`config.mk`:
```
export PLATFORM = sky130hd
export DESIGN_NAME = acs_sequencer
export DESIGN_NICKNAME = d
export VERILOG_FILES = /design/src/logic/acs_pkg.sv /design/src/logic/acs_sequencer.sv
export VERILOG_INCLUDE_DIRS = /design/src /design/src/logic
export SDC_FILE = /design/constraint.sdc
export NUM_CORES = 1
export LEC_CHECK = 0
export BUFFER_PORTS_ARGS = -buffer_cell sky130_fd_sc_hd__buf_2
export CAP_MARGIN = 20
export CORE_MARGIN = 10
export CORE_UTILIZATION = 58
export CTS_BUF_LIST = sky130_fd_sc_hd__clkbuf_8
export CTS_CLUSTER_SIZE = 10
export DETAILED_ROUTE_END_ITERATION = 7
export PLACE_DENSITY_LB_ADDON = 0.12
export SLEW_MARGIN = 20
export SYNTH_ARGS = -nofsm -noshare
export SYNTH_HDL_FRONTEND = slang
export SYNTH_SLANG_ARGS = --single-unit
```
`constraint.sdc`:
```
create_clock -name ref_clk_in -period 3.2 [get_ports ref_clk_in]
set_clock_uncertainty 0.15 [all_clocks]
set_input_delay 0 -clock ref_clk_in [delete_from_list [all_inputs] [get_ports ref_clk_in]]
set_output_delay 0 -clock ref_clk_in [all_outputs]
set_load 0.005 [all_outputs]
```
`src/logic/acs_cfg.svh`:
```
// constants for the conversion sequencer
`ifndef ACS_CFG_SVH
`define ACS_CFG_SVH
`define ACS_MODE_OFF 2'h0
`define ACS_MODE_SINGLE 2'h1
`define ACS_MODE_REPEAT 2'h3
`define ACS_RES_W 10
`define ACS_CLK_MHZ 50
`define ACS_T0 10'h027
`define ACS_T1 10'h04E
`define ACS_T2 10'h09C
`define ACS_T3 10'h138
`define ACS_T4 10'h270
`endif

```
`src/logic/acs_pkg.sv`:
```
// types for the conversion sequencer
package acs_pkg;
    typedef struct packed {
        logic [1:0] mode;
        logic [3:0] chan;
        logic gate;
        logic [2:0] time_sel;
    } acs_cfg_s;
    typedef enum logic [1:0] {
        ACS_IDLE = 2'h0,
        ACS_CONV = 2'h1
    } acs_state_e;
endpackage : acs_pkg

```
`src/logic/acs_sequencer.sv`:
```
// conversion sequencer for a 10-bit successive-approximation converter
`include "acs_cfg.svh"
`timescale 1ns/1ps
`default_nettype none
module acs_sequencer #(
    // counter width, wide enough for the longest conversion
    parameter int CNT_W = 10
) (
    // clock, reset, enable
    input wire logic ref_clk_in,
    input wire logic rst_n_in,
    input wire logic clk_en_in,
    // software control
    input wire acs_pkg::acs_cfg_s cfg_in,
    input wire logic cfg_wr_in,
    input wire logic start_wr_in,
    input wire logic low_rd_in,
    input wire logic high_rd_in,
    input wire logic low_power_in,
    // analog core
    input wire logic [`ACS_RES_W-1:0] core_code_in,
    output logic sample_out,
    output logic [3:0] chan_out,
    output logic gate_out,
    // status and results
    output logic [1:0] mode_out,
    output logic start_trig_out,
    output logic busy_out,
    output logic done_out,
    output logic done_irq_out,
    output logic [7:0] result_low_out,
    output logic [7:0] result_high_out
);
    // ----------------------------------------
    // helper functions
    // ----------------------------------------
    // count loaded at start: conversion length minus one
    function automatic logic [CNT_W-1:0] conv_load(input logic [2:0] sel);
        logic [CNT_W-1:0] len;
        len = CNT_W'(`ACS_T4);
        case (sel)
            3'h0: len = CNT_W'(`ACS_T0);
            3'h1: len = CNT_W'(`ACS_T1);
            3'h2: len = CNT_W'(`ACS_T2);
            3'h3: len = CNT_W'(`ACS_T3);
            default: len = CNT_W'(`ACS_T4);
        endcase
        return len - CNT_W'(1);
    endfunction : conv_load

    // modes that run conversions
    function automatic logic run_mode(input logic [1:0] mode);
        return (mode == `ACS_MODE_SINGLE) || (mode == `ACS_MODE_REPEAT);
    endfunction : run_mode

    // repeat mode keeps converting after each completion
    function automatic logic is_repeat(input logic [1:0] mode);
        return mode == `ACS_MODE_REPEAT;
    endfunction : is_repeat

    // ----------------------------------------
    // state
    // ----------------------------------------
    // registered state
    acs_pkg::acs_state_e st_q, st_d;
    acs_pkg::acs_cfg_s cfg_q, cfg_d;
    logic [CNT_W-1:0] cnt_q, cnt_d;
    logic start_q, start_d;
    logic busy_q, busy_d;
    logic done_q, done_d;
    logic irq_q, irq_d;
    logic low_read_q, low_read_d;
    logic sample_q, sample_d;
    logic [`ACS_RES_W-1:0] res_q, res_d;

    // decoded events
    logic launch;
    logic finish;
    logic store;
    logic off_wr;
    logic abort;

    // ----------------------------------------
    // event decode
    // ----------------------------------------
    always_comb begin
        launch = 1'b0;
        finish = 1'b0;
        unique case (st_q)
            acs_pkg::ACS_IDLE: begin
                launch = start_q && run_mode(cfg_q.mode);
            end
            acs_pkg::ACS_CONV: begin
                finish = (cnt_q == '0);
            end
            default: begin
                finish = 1'b0;
            end
        endcase
        // a completion after a lone low read is dropped
        store = finish && (!(low_read_q || low_rd_in) || high_rd_in);
        off_wr = cfg_wr_in && (cfg_in.mode == `ACS_MODE_OFF);
        abort = off_wr || low_power_in;
    end

    // ----------------------------------------
    // configuration and start trigger
    // ----------------------------------------
    always_comb begin
        cfg_d = cfg_q;
        start_d = start_q;
        if (cfg_wr_in) begin
            cfg_d = cfg_in;
        end
        if (start_wr_in) begin
            start_d = 1'b1;
        end
        if (launch) begin
            start_d = start_wr_in;
        end
        if (off_wr) begin
            start_d = 1'b0;
        end
        if (low_power_in) begin
            cfg_d.mode = `ACS_MODE_OFF;
            cfg_d.gate = 1'b0;
            start_d = 1'b0;
        end
    end

    // registers, frozen while the enable is low
    always_ff @(posedge ref_clk_in or negedge rst_n_in) begin
        if (!rst_n_in) begin
            cfg_q <= '0;
            start_q <= 1'b0;
        end else if (clk_en_in) begin
            cfg_q <= cfg_d;
            start_q <= start_d;
        end
    end

    // ----------------------------------------
    // conversion sequencing
    // ----------------------------------------
    always_comb begin
        st_d = st_q;
        cnt_d = cnt_q;
        sample_d = finish;
        unique case (st_q)
            acs_pkg::ACS_IDLE: begin
                if (launch) begin
                    st_d = acs_pkg::ACS_CONV;
                    cnt_d = conv_load(cfg_q.time_sel);
                end
            end
            acs_pkg::ACS_CONV: begin
                if (!finish) begin
                    cnt_d = cnt_q - CNT_W'(1);
                end else if (is_repeat(cfg_q.mode)) begin
                    cnt_d = conv_load(cfg_q.time_sel);
                end else begin
                    st_d = acs_pkg::ACS_IDLE;
                end
            end
            default: begin
                st_d = acs_pkg::ACS_IDLE;
            end
        endcase
        if (abort) begin
            st_d = acs_pkg::ACS_IDLE;
            sample_d = 1'b0;
        end
    end

    // registers, frozen while the enable is low
    always_ff @(posedge ref_clk_in or negedge rst_n_in) begin
        if (!rst_n_in) begin
            st_q <= acs_pkg::ACS_IDLE;
            cnt_q <= '0;
            sample_q <= 1'b0;
        end else if (clk_en_in) begin
            st_q <= st_d;
            cnt_q <= cnt_d;
            sample_q <= sample_d;
        end
    end

    // ----------------------------------------
    // busy, done and interrupt flags
    // ----------------------------------------
    always_comb begin
        busy_d = busy_q;
        done_d = done_q;
        irq_d = 1'b0;
        low_read_d = low_read_q;
        if (low_rd_in) begin
            low_read_d = 1'b1;
        end
        if (high_rd_in) begin
            low_read_d = 1'b0;
            done_d = 1'b0;
        end
        if (launch) begin
            busy_d = 1'b1;
            done_d = 1'b0;
        end
        // a set on completion wins over a clearing high read
        if (store) begin
            done_d = 1'b1;
            irq_d = 1'b1;
        end
        if (finish && !is_repeat(cfg_q.mode)) begin
            busy_d = 1'b0;
        end
        if (abort) begin
            busy_d = 1'b0;
            done_d = 1'b0;
            irq_d = 1'b0;
            low_read_d = 1'b0;
        end
    end

    // registers, frozen while the enable is low
    always_ff @(posedge ref_clk_in or negedge rst_n_in) begin
        if (!rst_n_in) begin
            busy_q <= 1'b0;
            done_q <= 1'b0;
            irq_q <= 1'b0;
            low_read_q <= 1'b0;
        end else if (clk_en_in) begin
            busy_q <= busy_d;
            done_q <= done_d;
            irq_q <= irq_d;
            low_read_q <= low_read_d;
        end
    end

    // ----------------------------------------
    // result register
    // ----------------------------------------
    always_comb begin
        res_d = res_q;
        if (store) begin
            res_d = core_code_in;
        end
        if (abort) begin
            res_d = '0;
        end
    end

    // registers, frozen while the enable is low
    always_ff @(posedge ref_clk_in or negedge rst_n_in) begin
        if (!rst_n_in) begin
            res_q <= '0;
        end else if (clk_en_in) begin
            res_q <= res_d;
        end
    end

    // ----------------------------------------
    // outputs
    // ----------------------------------------
    // analog core side
    assign sample_out = sample_q;
    assign chan_out = cfg_q.chan;
    assign gate_out = cfg_q.gate;
    // status flags
    assign mode_out = cfg_q.mode;
    assign start_trig_out = start_q;
    assign busy_out = busy_q;
    assign done_out = done_q;
    assign done_irq_out = irq_q;
    // result bytes
    assign result_low_out = res_q[7:0];
    assign result_high_out = {6'h00, res_q[9:8]};
endmodule : acs_sequencer
`default_nettype wire

```
* Word level (Yosys, flattened, before mapping)
Cells that the tools add are included.
** Operators by class
- Add/subtract/negate cells :: 3
- Divide/modulo/power cells :: 0
- Reductions and logical operators :: 30
- Equal/unequal tests :: 11
- Mux-type cells :: 39
- Shift-type cells :: 0
- Order comparisons :: 0
- Bitwise logic cells :: 0
- $mul :: 0
** Operator list (count)
- two-way mux 10 bit :: 11
- one-hot mux 10 bit (4 select lines) :: 1
- subtractor 10 x 1 -> 10 bit, second input constant :: 3
- two-way mux 1 bit :: 20
- one-hot mux 10 bit (2 select lines) :: 1
- AND reduction 2 bit :: 7
- != test 3 bit, second input constant :: 4
- logical NOT 10 bit :: 1
- two-way mux 2 bit :: 5
- AND reduction 4 bit :: 2
- nonzero test 4 bit :: 2
- == test 3 x 2 -> 1 bit, second input constant :: 2
- nonzero test 2 bit :: 3
- nonzero test 3 bit :: 2
- == test 2 x 1 -> 1 bit, second input constant :: 2
- logical AND 1 bit :: 4
- logical NOT 2 bit :: 2
- logical OR 1 bit :: 4
- one-hot mux 2 bit (2 select lines) :: 1
- == test 3 x 1 -> 1 bit, second input constant :: 1
- logical NOT 3 bit :: 1
- == test 2 bit, second input constant :: 1
- logical NOT 1 bit :: 2
- != test 2 bit, second input constant :: 1
** Word-level totals
- Bits in read-only memories :: 0
- Output and inout port bits :: 28
- Bits in latches :: 0
- Input bits :: 28
- Word-level logic and storage cells :: 96
- RAM bits :: 0
- Memories :: 0
- Register bits :: 38

* Depth between registers and ports, before layout
Gate-level depths: netlist of the first run.
- Word-level depth :: 9
- Mapped depth :: 7
- Gate-level depth less buffers :: 7

* Worst setup path before layout of the first run
No wires, ideal clock.
- Path kind :: reg-to-reg
- Start :: reg cnt_q[0]
- End :: reg cnt_q[9]
- Stages on the path, launching flop included :: 8
- Data arrival time :: 1.709 ns
- Required time :: 2.927 ns
- Path slack :: 1.218 ns
- Clock period less this slack :: 1.982 ns
- Path through :: dfrtp_1 -> inv_1 -> ha_1 -> nor3b_4 -> and3_4 -> a221oi_4 -> a31oi_1 -> o221a_2
** On the way
- Word-level cells in the longest chain between the ends :: 4
** RTL lines
- start, declared :: line acs_sequencer.sv:67 : logic [CNT_W-1:0] cnt_q, cnt_d;
- start signal, assigned :: line acs_sequencer.sv:183 : cnt_q <= cnt_d;
- branches (longest 4 deep; another with subtractor 10 x 1 -> 10 bit)
Parallel ways; which one is timed is not known.
A chain may end at the register's enable or synchronous reset.

* Final worst setup path of the first run
- Start :: reg cnt_q[0]
- End :: reg res_q[6]
** On the way
- Word-level cells in the longest chain between the ends :: 5
** RTL lines
- logical NOT 10 bit :: line acs_sequencer.sv:94 : finish = (cnt_q == '0);
- two-way mux 1 bit :: line acs_sequencer.sv:89 : unique case (st_q)
- logical AND 1 bit :: line acs_sequencer.sv:101 : store = finish && (!(low_read_q || low_rd_in) || high_rd_in);
- nonzero test 2 bit (no source line)
- AND reduction 2 bit (no source line)
- end signal, assigned :: line acs_sequencer.sv:256 : res_q <= res_d;
- end, declared :: line acs_sequencer.sv:74 : logic [`ACS_RES_W-1:0] res_q, res_d;
Every way passes these cells.

==> PnR_summary.wiki, run 1 <==
{| class="wikitable"
! Metric !! Value
|-
| Outcome || finished, final reports clean
|-
| Power density over cell area || approximately 530 mW/mm2
|-
| Crit share post-route || 75.8%
|-
| Number of different library cells in the post-synthesis netlist || 53
|-
| Highest ir drop seen on vdd || 0.000400 V
|-
| Largest net degree at the start of global routing || 38
|-
| Placed instance area || 0.00226 mm2
|-
| Synthesized flop and latch total || 37
|-
| Leakage || 1.20 nW
|-
| R2r endpoint || res_q[6]
|-
| Wire length after detailed routing || 5.48 mm
|-
| Clock Sinks || 37
|-
| Setup slack of the worst register-to-register path || 0.77 ns
|-
| Crit path setup slack, layout || 0.774 ns
|-
| Count of non-filler cells in the finished layout || ~320
|-
| Clk network pwr share || roughly a quarter
|-
| Worst-path clk slew || 0.07 ns
|-
| Final hold violation count || 0
|-
| First-pass detailed-route iteration total || 4
|-
| Horizontal extent of the die || 80.0 um
|-
| Kind of path behind the tightest hold check || primary input to register
|-
| Fin Hold WS || 0.0335 ns
|-
| Chain of cells forming the critical path || inv_1 -> ha_1 -> nor3b_4 -> nand3_4 -> nor4_4 -> a22o_1
|-
| Number of pins exceeding their max-slew limit in the final report || 0
|-
| Switching Fraction || 35.0%
|-
| Antenna violations before repair || 0
|-
| Boundary Pins || 56
|-
| Fraction of registers with async set or reset after synthesis || 100%
|-
| TritonCTS clock tree || built
|-
| Tot GR Track Use || around 18%
|-
| Fill cell count || 224
|-
| Endpoints failing setup || 0
|-
| DRC violations left || 0
|-
| Biggest fanout along the worst timing path || 12
|-
| Die Span Y || approximately 80 um
|-
| First-pass GRT wire length || 9.32 mm
|-
| Net switching power of the design || about 0.00049 W
|-
| P&R area growth vs syn || 25.9%
|-
| Sequential share of power || 47.6%
|-
| Register-to-Register Path Depth || 6
|-
| Post-synthesis area per instance || 10.4 um2
|-
| Overflow left after global routing || 0
|-
| Placeable core region || 0.00342 mm2
|-
| Clk Tree Root Cell || clkbuf_8
|-
| Inserted Diodes || 0
|-
| Number of cells traversed by the worst hold path || 4
|-
| Total CTS buffers || 5
|-
| Mux contribution to synthesized area || 3.77%
|-
| Unrepaired setup endpoints after global routing || no
|-
| Most instantiated flip-flop cell in the synthesis netlist || dfrtp_1
|-
| Area share of the largest cell type after synthesis || 44.3%
|-
| Launch point of the critical path || cnt_q[0]
|-
| Required time of the critical path || 3.27 ns
|-
| Count of flip-flops with a built-in enable after synthesis || 0
|-
| Internal power consumption || 0.000903 W
|-
| Die area || approximately 0.0064 mm2
|-
| Worst Hold Endpoint || sample_out
|-
| Sequential-to-total area share from yosys stat || about 44%
|-
| Worst hold start || cfg_wr_in
|-
| Count of vias placed by the detailed router || approximately 1800
|-
| Max_cap viols || 0
|-
| Later-pin clock latency in the skew report || 0.29 ns
|-
| Start of the worst register-to-register path || cnt_q[0]
|-
| Stage delay of the slowest cell on the critical path || 0.65 ns
|-
| Number of placed cells counting well taps || 282
|-
| Category of the worst setup path capture point || register
|-
| Synth Area in Simple Gates || 16.9%
|-
| Adder-cell share of the synthesized area || between 1 and 1.5%
|-
| Dominant combinational cell family by area after synthesis || compound AO/OA/AOI/OAI gates
|-
| Worst slew pin tran || 0.797 ns
|-
| Remaining antenna violation count after routing || 0
|-
| Cell type with the highest aggregate area in the netlist || dfrtp_1
|-
| Via-per-instance ratio || 5.82
|-
| Post-CTS setup buffer count || 0
|-
| Detail-routed net length per standard cell || 17.3 um
|-
| Iter 0 DRT Violations || between 200 and 250
|-
| Most instantiated cells after synthesis || 37 x dfrtp_1, 17 x a21oi_1, 15 x nor2_1
|-
| Area fraction in compound gates after synthesis || about 25%
|-
| Global placer's final weighted congestion || 0.929
|-
| Maximum operating frequency || 412 MHz
|-
| Maximum buffer depth of the clock tree || 2
|-
| Initial Utilization || 61.1%
|-
| Setup CP Type || register to register
|-
| Count leader, synth || dfrtp_1
|-
| Number of buffers and inverters on the critical path || 1
|-
| Minimum setup slack after placement || 0.841 ns
|-
| Post-synthesis xor/xnor area fraction || 0.839%
|-
| Synth Cell Area || around 0.0021 mm2
|-
| Data arrival time at the worst-slack endpoint || ~2.5 ns
|-
| Comb power frac || 28.5%
|-
| Min cycle time layout || 2.43 ns
|-
| Number of placement rows || 21
|-
| Depth of the CTS H-tree || 2
|-
| Element type at the critical path start || register
|-
| Final TNS setup || 0 ns
|-
| Synth area leaders || dfrtp_1 44%, buf_4 4.3%, a21oi_1 4.1%
|-
| Number of input and output port buffers inserted || between 40 and 50
|-
| Kind of cell with the highest combined delay on the critical path || simple AND/OR/NAND/NOR gates
|-
| Vias in the first global route || between 1500 and 2000
|-
| Slowest library cell on the worst path || nor4_4
|-
| Number of nets in the layout || 301
|-
| Number of warnings reported in the yosys synthesis log || 0
|-
| Synthesized instance count || 200
|-
| Slew headroom || a little under half
|-
| Fraction of final layout cells sized beyond drive strength 1 || 30.3%
|-
| DPL Wire Length || 3.56 mm
|-
| Cell area after layout || 0.00263 mm2
|}
power groups by stage:
stage	Sequential, W	Clock [W]	Combinational [W]
3_3_place_gp	0.000660	0	0.000347
3_5_place_dp	0.000667	0	0.000361
6_report	0.000662	0.000332	0.000396
5_1_grt	0.000674	0.000358	0.000443
4_1_cts	0.000658	0.000337	0.000391
2_1_floorplan	0.000636	0	0.000298
final cells by class:
cell class / instances / area (um2) / share of cell area [%]
Timing Repair Buffer: 77 / 526 / 20.0
Tap cell: 46 / 57.6 / 2.19
Clock buffer: 6 / 82.6 / 3.14
Sequential cell: 37 / 926 / 35.2
Multi-Input combinational cell: 144 / 1010 / 38.5
Clock inverter: 1 / 3.75 / 0.143
Inverter: 6 / 22.5 / 0.857
tightest hold or removal path: stages:
cell,delay (ns)
buf_2,0.18
a21oi_1,0.12
nand3_1,0.09
o2bb2ai_1,0.06
routing by layer:
layer,track usage [%],up-vias,share of wire (%)
met3,6.87,12,9.4
met5,0,-,0
met1,21.2,887,39
met2,29.9,89,49
li1,-,858,-
met4,5.99,0,2.1
registers in the layout (all words and copies together), names as in the netlist:
name            count
cfg_q               3
chan_out            4
st_q                1
gate_out            1
cnt_q              10
start_trig_out      1
low_read_q          1
done_out            1
done_irq_out        1
busy_out            1
res_q              10
mode_out            2
sample_out          1
worst max path at each step:
stage                to  depth (start not counted)
2_1_floorplan  cnt_q[9]                          7
3_3_place_gp   res_q[1]                          6
3_5_place_dp   res_q[9]                          6
4_1_cts        res_q[8]                          6
5_1_grt        res_q[6]                          6
6_report       res_q[6]                          6
cells by family after synthesis:
group | count (synthesis)
adders and majority gates | 2
buffers and inverters | 24
DFF | 37
AOI/OAI and AO/OA | 69
and+or+nand+nor | 58
other | 1
xor gates and xnor gates | 2
muxes | 7
repair_timing:
item / CTS / global route
resized for setup: 0 / 0
endpoints found under the hold margin: 60 / 0
hold buffers: 28 / 0
cells in the final DEF (no fill, tap or decap), types with 3 or more instances in the layout:
cell type      count
nor2b_1            3
dfrtp_1           37
a21oi_1           17
o21ai_0           12
nand3_1            6
a31oi_1            3
conb_1             6
inv_1              6
nor3_1             4
o21a_1             4
a22o_1             9
nand2_1           13
nor2_1            15
mux2_2             7
dlygate4sd3_1     28
buf_2             49
o22ai_1            3
clkbuf_8           6
through the flow:
| stage | power [W] | utilization (%) |
|---|---|---|
| CTS | 0.00139 | 77.0 |
| detailed placement | 0.00103 | 66.2 |
| floorplan | 0.000933 | - |
| global placement | 0.00101 | 66.2 |
| finish | 0.00139 | 77.0 |
| global route | 0.00148 | 77.0 |
No activity file was read; power rests on OpenSTA's default activity.
==> run 2, diff against run 1 <==
CORE_UTILIZATION = 49   (was 58)
clock period = 2.15 ns   (was 3.2 ns; I/O delays follow)
==> PnR_summary.wiki, run 2 (same netlist as run 1, synthesis figures left out) <==
{| class="wikitable"
! Metric !! Value
|-
| Outcome || finished, final reports clean (unchanged)
|-
| Placeable core region || 0.00406 mm2 (was 0.00342 mm2)
|-
| TritonCTS clock tree || built (unchanged)
|-
| Unrepaired setup endpoints after global routing || no (unchanged)
|-
| Chain of cells forming the critical path || inv_2 -> ha_2 -> nor3b_4 -> nand3_4 -> o221ai_4 -> a21oi_1 -> o221a_2 (was inv_1 -> ha_1 -> nor3b_4 -> nand3_4 -> nor4_4 -> a22o_1)
|-
| Crit share post-route || 94.2% (was 75.8%)
|-
| Max_cap viols || 0 (unchanged)
|-
| Final TNS setup || 0 ns (unchanged)
|-
| Internal power consumption || 0.00136 W (was 0.000903 W)
|-
| Cell area after layout || 0.00272 mm2 (was 0.00263 mm2)
|-
| Horizontal extent of the die || 85.3 um (was 80.0 um)
|-
| Fill cell count || 310 (was 224)
|-
| Commonest non-fill, non-tap cells in the layout || 49 x buf_2, 37 x dfrtp_1, 27 x dlygate4sd3_1 (was 49 x buf_2, 37 x dfrtp_1, 28 x dlygate4sd3_1)
|-
| Start of the worst register-to-register path || cnt_q[0] (unchanged)
|-
| Most common library cell in the layout ignoring fill and taps || buf_2 (unchanged)
|-
| Element type at the critical path start || register (unchanged)
|-
| Launch point of the critical path || cnt_q[0] (unchanged)
|-
| Min cycle time layout || 2.03 ns (was 2.43 ns)
|-
| Boundary Pins || 56 (unchanged)
|-
| Required time of the critical path || 2.17 ns (was 3.27 ns)
|-
| P&R area growth vs syn || 30.4% (was 25.9%)
|-
| Leakage || 1.26 nW (was 1.20 nW)
|-
| Number of placed cells counting well taps || 296 (was 282)
|-
| Global placer's final weighted congestion || 0.837 (was 0.929)
|-
| Die area || 0.00727 mm2 (was 0.00640 mm2)
|-
| Remaining antenna violation count after routing || 0 (unchanged)
|-
| Setup slack of the worst register-to-register path || 0.12 ns (was 0.77 ns)
|-
| DPL Wire Length || 3.69 mm (was 3.56 mm)
|-
| Iter 0 DRT Violations || 82 (was 202)
|-
| Maximum operating frequency || 494 MHz (was 412 MHz)
|-
| Data arrival time at the worst-slack endpoint || 2.05 ns (was 2.50 ns)
|-
| Destination of the critical timing path || cnt_q[8] (was res_q[6])
|-
| Register-to-Register Path Depth || 7 (was 6)
|-
| Inserted Diodes || 0 (unchanged)
|-
| Worst-path clk slew || 0.07 ns (about the same)
|-
| Slew headroom || 46.0% (was 46.9%)
|-
| Number of input and output port buffers inserted || 49 (unchanged)
|-
| Stage delay of the slowest cell on the critical path || 0.40 ns (was 0.65 ns)
|-
| DRC violations left || 0 (unchanged)
|-
| Via-per-instance ratio || 5.49 (was 5.82)
|-
| Final hold violation count || 0 (unchanged)
|-
| Switching Fraction || 34.8% (was 35.0%)
|-
| Vias in the first global route || 1923 (was 1895)
|-
| Overflow left after global routing || 0 (unchanged)
|-
| Slowest library cell on the worst path || dfrtp_1 (was nor4_4)
|-
| Antenna violations before repair || 0 (unchanged)
|-
| Count of vias placed by the detailed router || 1824 (was 1846)
|-
| Depth of the CTS H-tree || 2 (unchanged)
|-
| Setup CP Type || register to register (unchanged)
|-
| Largest net degree at the start of global routing || 38 (unchanged)
|-
| Detail-routed net length per standard cell || 15.6 um (was 17.3 um)
|-
| Power density over cell area || 766 mW/mm2 (was 529 mW/mm2)
|-
| Initial Utilization || 51.5% (was 61.1%)
|-
| Number of nets in the layout || 311 (was 301)
|-
| Die Span Y || 85.3 um (was 80.0 um)
|-
| Highest ir drop seen on vdd || 0.000467 V (was 0.000400 V)
|-
| Worst slew pin tran || 0.810 ns (was 0.797 ns)
|-
| Endpoints failing setup || 0 (unchanged)
|-
| Category of the worst setup path capture point || register (unchanged)
|-
| Fraction of final layout cells sized beyond drive strength 1 || 34.8% (was 30.3%)
|-
| Net switching power of the design || 0.000727 W (was 0.000487 W)
|-
| First-pass GRT wire length || 8.92 mm (was 9.32 mm)
|-
| Kind of path behind the tightest hold check || primary input to register (unchanged)
|-
| Wire length after detailed routing || 5.18 mm (was 5.48 mm)
|-
| Total CTS buffers || 5 (unchanged)
|-
| Later-pin clock latency in the skew report || 0.28 ns (was 0.29 ns)
|-
| Maximum buffer depth of the clock tree || 2 (unchanged)
|-
| Count of non-filler cells in the finished layout || 332 (was 317)
|-
| Biggest fanout along the worst timing path || 10 (was 12)
|-
| Comb power frac || 31.9% (was 28.5%)
|-
| R2r endpoint || cnt_q[8] (was res_q[6])
|-
| Clk network pwr share || 22.2% (was 23.9%)
|-
| Sequential share of power || 45.8% (was 47.6%)
|-
| Number of pins exceeding their max-slew limit in the final report || 0 (unchanged)
|-
| Placed instance area || 0.00234 mm2 (was 0.00226 mm2)
|-
| Clock Sinks || 37 (unchanged)
|-
| Clk Tree Root Cell || clkbuf_8 (unchanged)
|-
| Number of placement rows || 23 (was 21)
|-
| Tot GR Track Use || 14.6% (was 18.2%)
|-
| First-pass detailed-route iteration total || 4 (unchanged)
|}
## run 2: worst max-delay path, delay by kind of cell, from the launching register on
kind / cells / cell delay, ns
fa+ha+maj: 1 / 0.19
buf+inv: 1 / 0.08
simple gates: 2 / 0.41
compound gates: 3 / 0.67
flops: 1 / 0.40
## run 2: final cells by class
| class | count | area [um2] | share of cell area, % |
|---|---|---|---|
| tap | 50 | 62.6 | 2.30 |
| timing repair buffer | 87 | 598 | 22.0 |
| sequential | 37 | 926 | 34.0 |
| inverter | 6 | 22.5 | 0.827 |
| clock inverter | 3 | 13.8 | 0.505 |
| clock buffer | 5 | 68.8 | 2.53 |
| multi-input combinational | 144 | 1030 | 37.9 |
## run 2: what timing repair did
action,CTS,global route
hold buffers,27,0
setup endpoints to repair,0,6
resized for setup,0,6
endpoints found under the hold margin,62,0
buffers inserted,0,1
## run 2: power by group through the flow
stage	Combinational, W	Clock [W]	Sequential (W)
after floorplan	0.000443	0	0.000946
after global placement	0.000599	0	0.000965
after detailed placement	0.000602	0	0.000967
after CTS	0.000647	0.000477	0.000954
after global routing	0.000745	0.000513	0.000977
final	0.000666	0.000464	0.000956
## run 2: worst min path at each step
stage | from | endpoint | slack, ns | depth (start not counted)
6_report | cfg_wr_in | sample_out | 0.03 | 4
5_1_grt | cfg_wr_in | sample_out | 0.05 | 4
4_1_cts | cfg_wr_in | sample_out | 0.02 | 4
3_5_place_dp | rst_n_in | cnt_q[4] | -0.003 | 1
3_3_place_gp | rst_n_in | cnt_q[4] | -0.008 | 1
2_1_floorplan | rst_n_in | busy_out | -0.45 | 0
## run 2: through the flow
stage / setup slack [ns] / utilization (%) / hold slack [ns] / power, W
floorplan: 0.168 / - / -0.446 / 0.00139
global placement: 0.131 / 57.7 / -0.00832 / 0.00156
detailed placement: 0.0990 / 57.7 / -0.00319 / 0.00157
CTS: 0.0878 / 66.4 / 0.0192 / 0.00208
global route: 0.0102 / 67.1 / 0.0496 / 0.00223
finish: 0.124 / 67.1 / 0.0326 / 0.00209
## run 2: routing by layer
metal,GRT usage [%],part of all wire (%)
met5,0,0
met4,4.64,1.2
met3,5.93,6.6
met2,23.4,47
met1,17.3,45
==> run 3, diff against run 2 <==
PLACE_DENSITY = 0.8   (was not set)
PLACE_DENSITY_LB_ADDON = not set   (was 0.12)
==> PnR_summary.wiki, run 3 (same netlist as run 1, synthesis figures left out) <==
{| class="wikitable"
! Metric !! Value
|-
| Number of pins exceeding their max-slew limit in the final report || 0 (unchanged)
|-
| Global placer's final weighted congestion || 0.852 (was 0.837)
|-
| Commonest non-fill, non-tap cells in the layout || 49 x buf_2, 37 x dfrtp_1, 27 x dlygate4sd3_1 (unchanged)
|-
| Category of the worst setup path capture point || register (unchanged)
|-
| First-pass GRT wire length || 8.79 mm (was 8.92 mm)
|-
| Stage delay of the slowest cell on the critical path || 0.41 ns (was 0.40 ns)
|-
| Kind of path behind the tightest hold check || primary input to register (unchanged)
|-
| Required time of the critical path || 2.19 ns (was 2.17 ns)
|-
| Remaining antenna violation count after routing || 0 (unchanged)
|-
| Highest ir drop seen on vdd || 0.000595 V (was 0.000467 V)
|-
| Outcome || finished, final reports clean (unchanged)
|-
| Switching Fraction || 33.1% (was 34.8%)
|-
| P&R area growth vs syn || 32.2% (was 30.4%)
|-
| Worst Hold Endpoint || sample_out (unchanged)
|-
| DPL Wire Length || 3.51 mm (was 3.69 mm)
|-
| Tot GR Track Use || 14.4% (was 14.6%)
|-
| Leakage || 1.26 nW (about the same)
|-
| Maximum operating frequency || 494 MHz (about the same)
|-
| Crit path setup slack, layout || 0.126 ns (was 0.124 ns)
|-
| Initial Utilization || 51.5% (unchanged)
|-
| Worst slew pin tran || 0.800 ns (was 0.810 ns)
|-
| Iter 0 DRT Violations || 144 (was 82)
|-
| Inserted Diodes || 0 (unchanged)
|-
| Fraction of final layout cells sized beyond drive strength 1 || 35.0% (was 34.8%)
|-
| Crit share post-route || 94.1% (was 94.2%)
|-
| Clock Sinks || 37 (unchanged)
|-
| Final TNS setup || 0 ns (unchanged)
|-
| Later-pin clock latency in the skew report || 0.30 ns (was 0.28 ns)
|-
| Most common library cell in the layout ignoring fill and taps || buf_2 (unchanged)
|-
| DRC violations left || 0 (unchanged)
|-
| R2r endpoint || cnt_q[8] (unchanged)
|-
| Power density over cell area || 830 mW/mm2 (was 766 mW/mm2)
|-
| Slowest library cell on the worst path || dfrtp_1 (unchanged)
|-
| Kind of cell with the highest combined delay on the critical path || compound AO/OA/AOI/OAI gates (unchanged)
|-
| Number of buffers and inverters on the critical path || 1 (unchanged)
|-
| TritonCTS clock tree || built (unchanged)
|-
| Count of vias placed by the detailed router || 1848 (was 1824)
|-
| Detail-routed net length per standard cell || 16.2 um (was 15.6 um)
|-
| Largest net degree at the start of global routing || 38 (unchanged)
|-
| Minimum setup slack after placement || 0.0271 ns (was 0.0990 ns)
|-
| Endpoints failing setup || 0 (unchanged)
|-
| Number of nets in the layout || 312 (was 311)
|-
| Wire length after detailed routing || 5.40 mm (was 5.18 mm)
|-
| Final hold violation count || 0 (unchanged)
|-
| Die Span Y || 85.3 um (unchanged)
|-
| Fin Hold WS || 0.000287 ns (was 0.0326 ns)
|-
| Number of input and output port buffers inserted || 49 (unchanged)
|-
| Clk network pwr share || 28.0% (was 22.2%)
|-
| Placeable core region || 0.00406 mm2 (unchanged)
|-
| Die area || 0.00727 mm2 (unchanged)
|-
| Net switching power of the design || 0.000758 W (was 0.000727 W)
|-
| First-pass detailed-route iteration total || 6 (was 4)
|-
| Chain of cells forming the critical path || inv_2 -> ha_4 -> nor3b_4 -> nand3_4 -> o221ai_4 -> a21oi_1 -> o221a_2 (was inv_2 -> ha_2 -> nor3b_4 -> nand3_4 -> o221ai_4 -> a21oi_1 -> o221a_2)
|-
| Boundary Pins || 56 (unchanged)
|-
| Max_cap viols || 0 (unchanged)
|-
| Setup slack of the worst register-to-register path || 0.13 ns (was 0.12 ns)
|-
| Min cycle time layout || 2.02 ns (was 2.03 ns)
|-
| Start of the worst register-to-register path || cnt_q[1] (was cnt_q[0])
|-
| Register-to-Register Path Depth || 7 (unchanged)
|-
| Slew headroom || 46.6% (was 46.0%)
|-
| Horizontal extent of the die || 85.3 um (unchanged)
|-
| Biggest fanout along the worst timing path || 8 (was 10)
|-
| Comb power frac || 29.4% (was 31.9%)
|-
| Data arrival time at the worst-slack endpoint || 2.07 ns (was 2.05 ns)
|-
| Number of placement rows || 23 (unchanged)
|-
| Element type at the critical path start || register (unchanged)
|-
| Sequential share of power || 42.6% (was 45.8%)
|-
| Via-per-instance ratio || 5.55 (was 5.49)
|-
| Clk Tree Root Cell || clkbuf_8 (unchanged)
|-
| Number of cells traversed by the worst hold path || 3 (was 4)
|-
| Antenna violations before repair || 0 (unchanged)
|-
| Setup CP Type || register to register (unchanged)
|-
| Depth of the CTS H-tree || 2 (unchanged)
|-
| Vias in the first global route || 1853 (was 1923)
|-
| Total CTS buffers || 5 (unchanged)
|-
| Worst hold start || clk_en_in (was cfg_wr_in)
|-
| Internal power consumption || 0.00153 W (was 0.00136 W)
|-
| Maximum buffer depth of the clock tree || 2 (unchanged)
|-
| Overflow left after global routing || 0 (unchanged)
|-
| Worst-path clk slew || 0.08 ns (was 0.07 ns)
|}
[run 3: cell count changes in the layout (fill, tap and decap cells not counted), sizes merged]
cell      before  now
bufinv         0    1
inv            6    5
clkinv         3    1
clkinvlp       0    1
buf           60   61
clkbuf         5    6
[run 3: worst max path at each step]
stage	from	to	slack (ns)	cells past startpoint
final	cnt_q[1]	cnt_q[8]	0.13	7
after floorplan	cnt_q[0]	cnt_q[9]	0.17	7
after global placement	cnt_q[0]	cnt_q[8]	0.08	7
after global routing	cnt_q[0]	cnt_q[8]	-0.02	7
after detailed placement	cnt_q[0]	cnt_q[8]	0.03	7
after CTS	cnt_q[0]	cnt_q[8]	0.01	7
[run 3: final cells by class]
class	count	area (um2)
clock inverters	2	37.5
multi-input cells	144	1020
well taps	50	62.6
flip-flops and latches	37	926
repair buffers	88	606
inverters	6	22.5
clock buffers	6	82.6
fillers	268	1300
[run 3: per-stage QoR]
stage	instances	utilization (%)	power (W)	instance area, um2
finish	333	68.0	0.00229	2760
global route	333	68.0	0.00241	2760
CTS	328	66.8	0.00221	2710
detailed placement	293	57.2	0.00153	2320
global placement	293	57.2	0.00152	2320
floorplan	205	-	0.00139	2110
[run 3: per-layer routing]
metal  part of all wire [%]  vias to the layer above  track usage [%]
met2                     51                       62             24.5
met1                     40                      891             16.4
met5                      0                        -                0
met4                   0.89                        0             3.59
met3                    7.7                        7             5.83
li1                       -                      888                -
[run 3: what timing repair did]
item / CTS / global route
gates resized for setup: 0 / 4
buffers inserted: 0 / 5
hold buffers: 27 / 0
setup endpoints to repair: 0 / 22
hold endpoints to repair: 60 / 0
[run 3: power groups by stage]
stage | clock [W] | sequential [W] | combinational, W
finish | 0.000642 | 0.000975 | 0.000674
global route | 0.000667 | 0.000998 | 0.000748
CTS | 0.000650 | 0.000967 | 0.000597
floorplan | 0 | 0.000946 | 0.000443
detailed placement | 0 | 0.000981 | 0.000551
global placement | 0 | 0.000978 | 0.000541
[run 3: worst min-delay path, stage by stage]
cell and delay (ns):
buf_2 0.09, inv_1 0.14, o2bb2ai_1 0.18
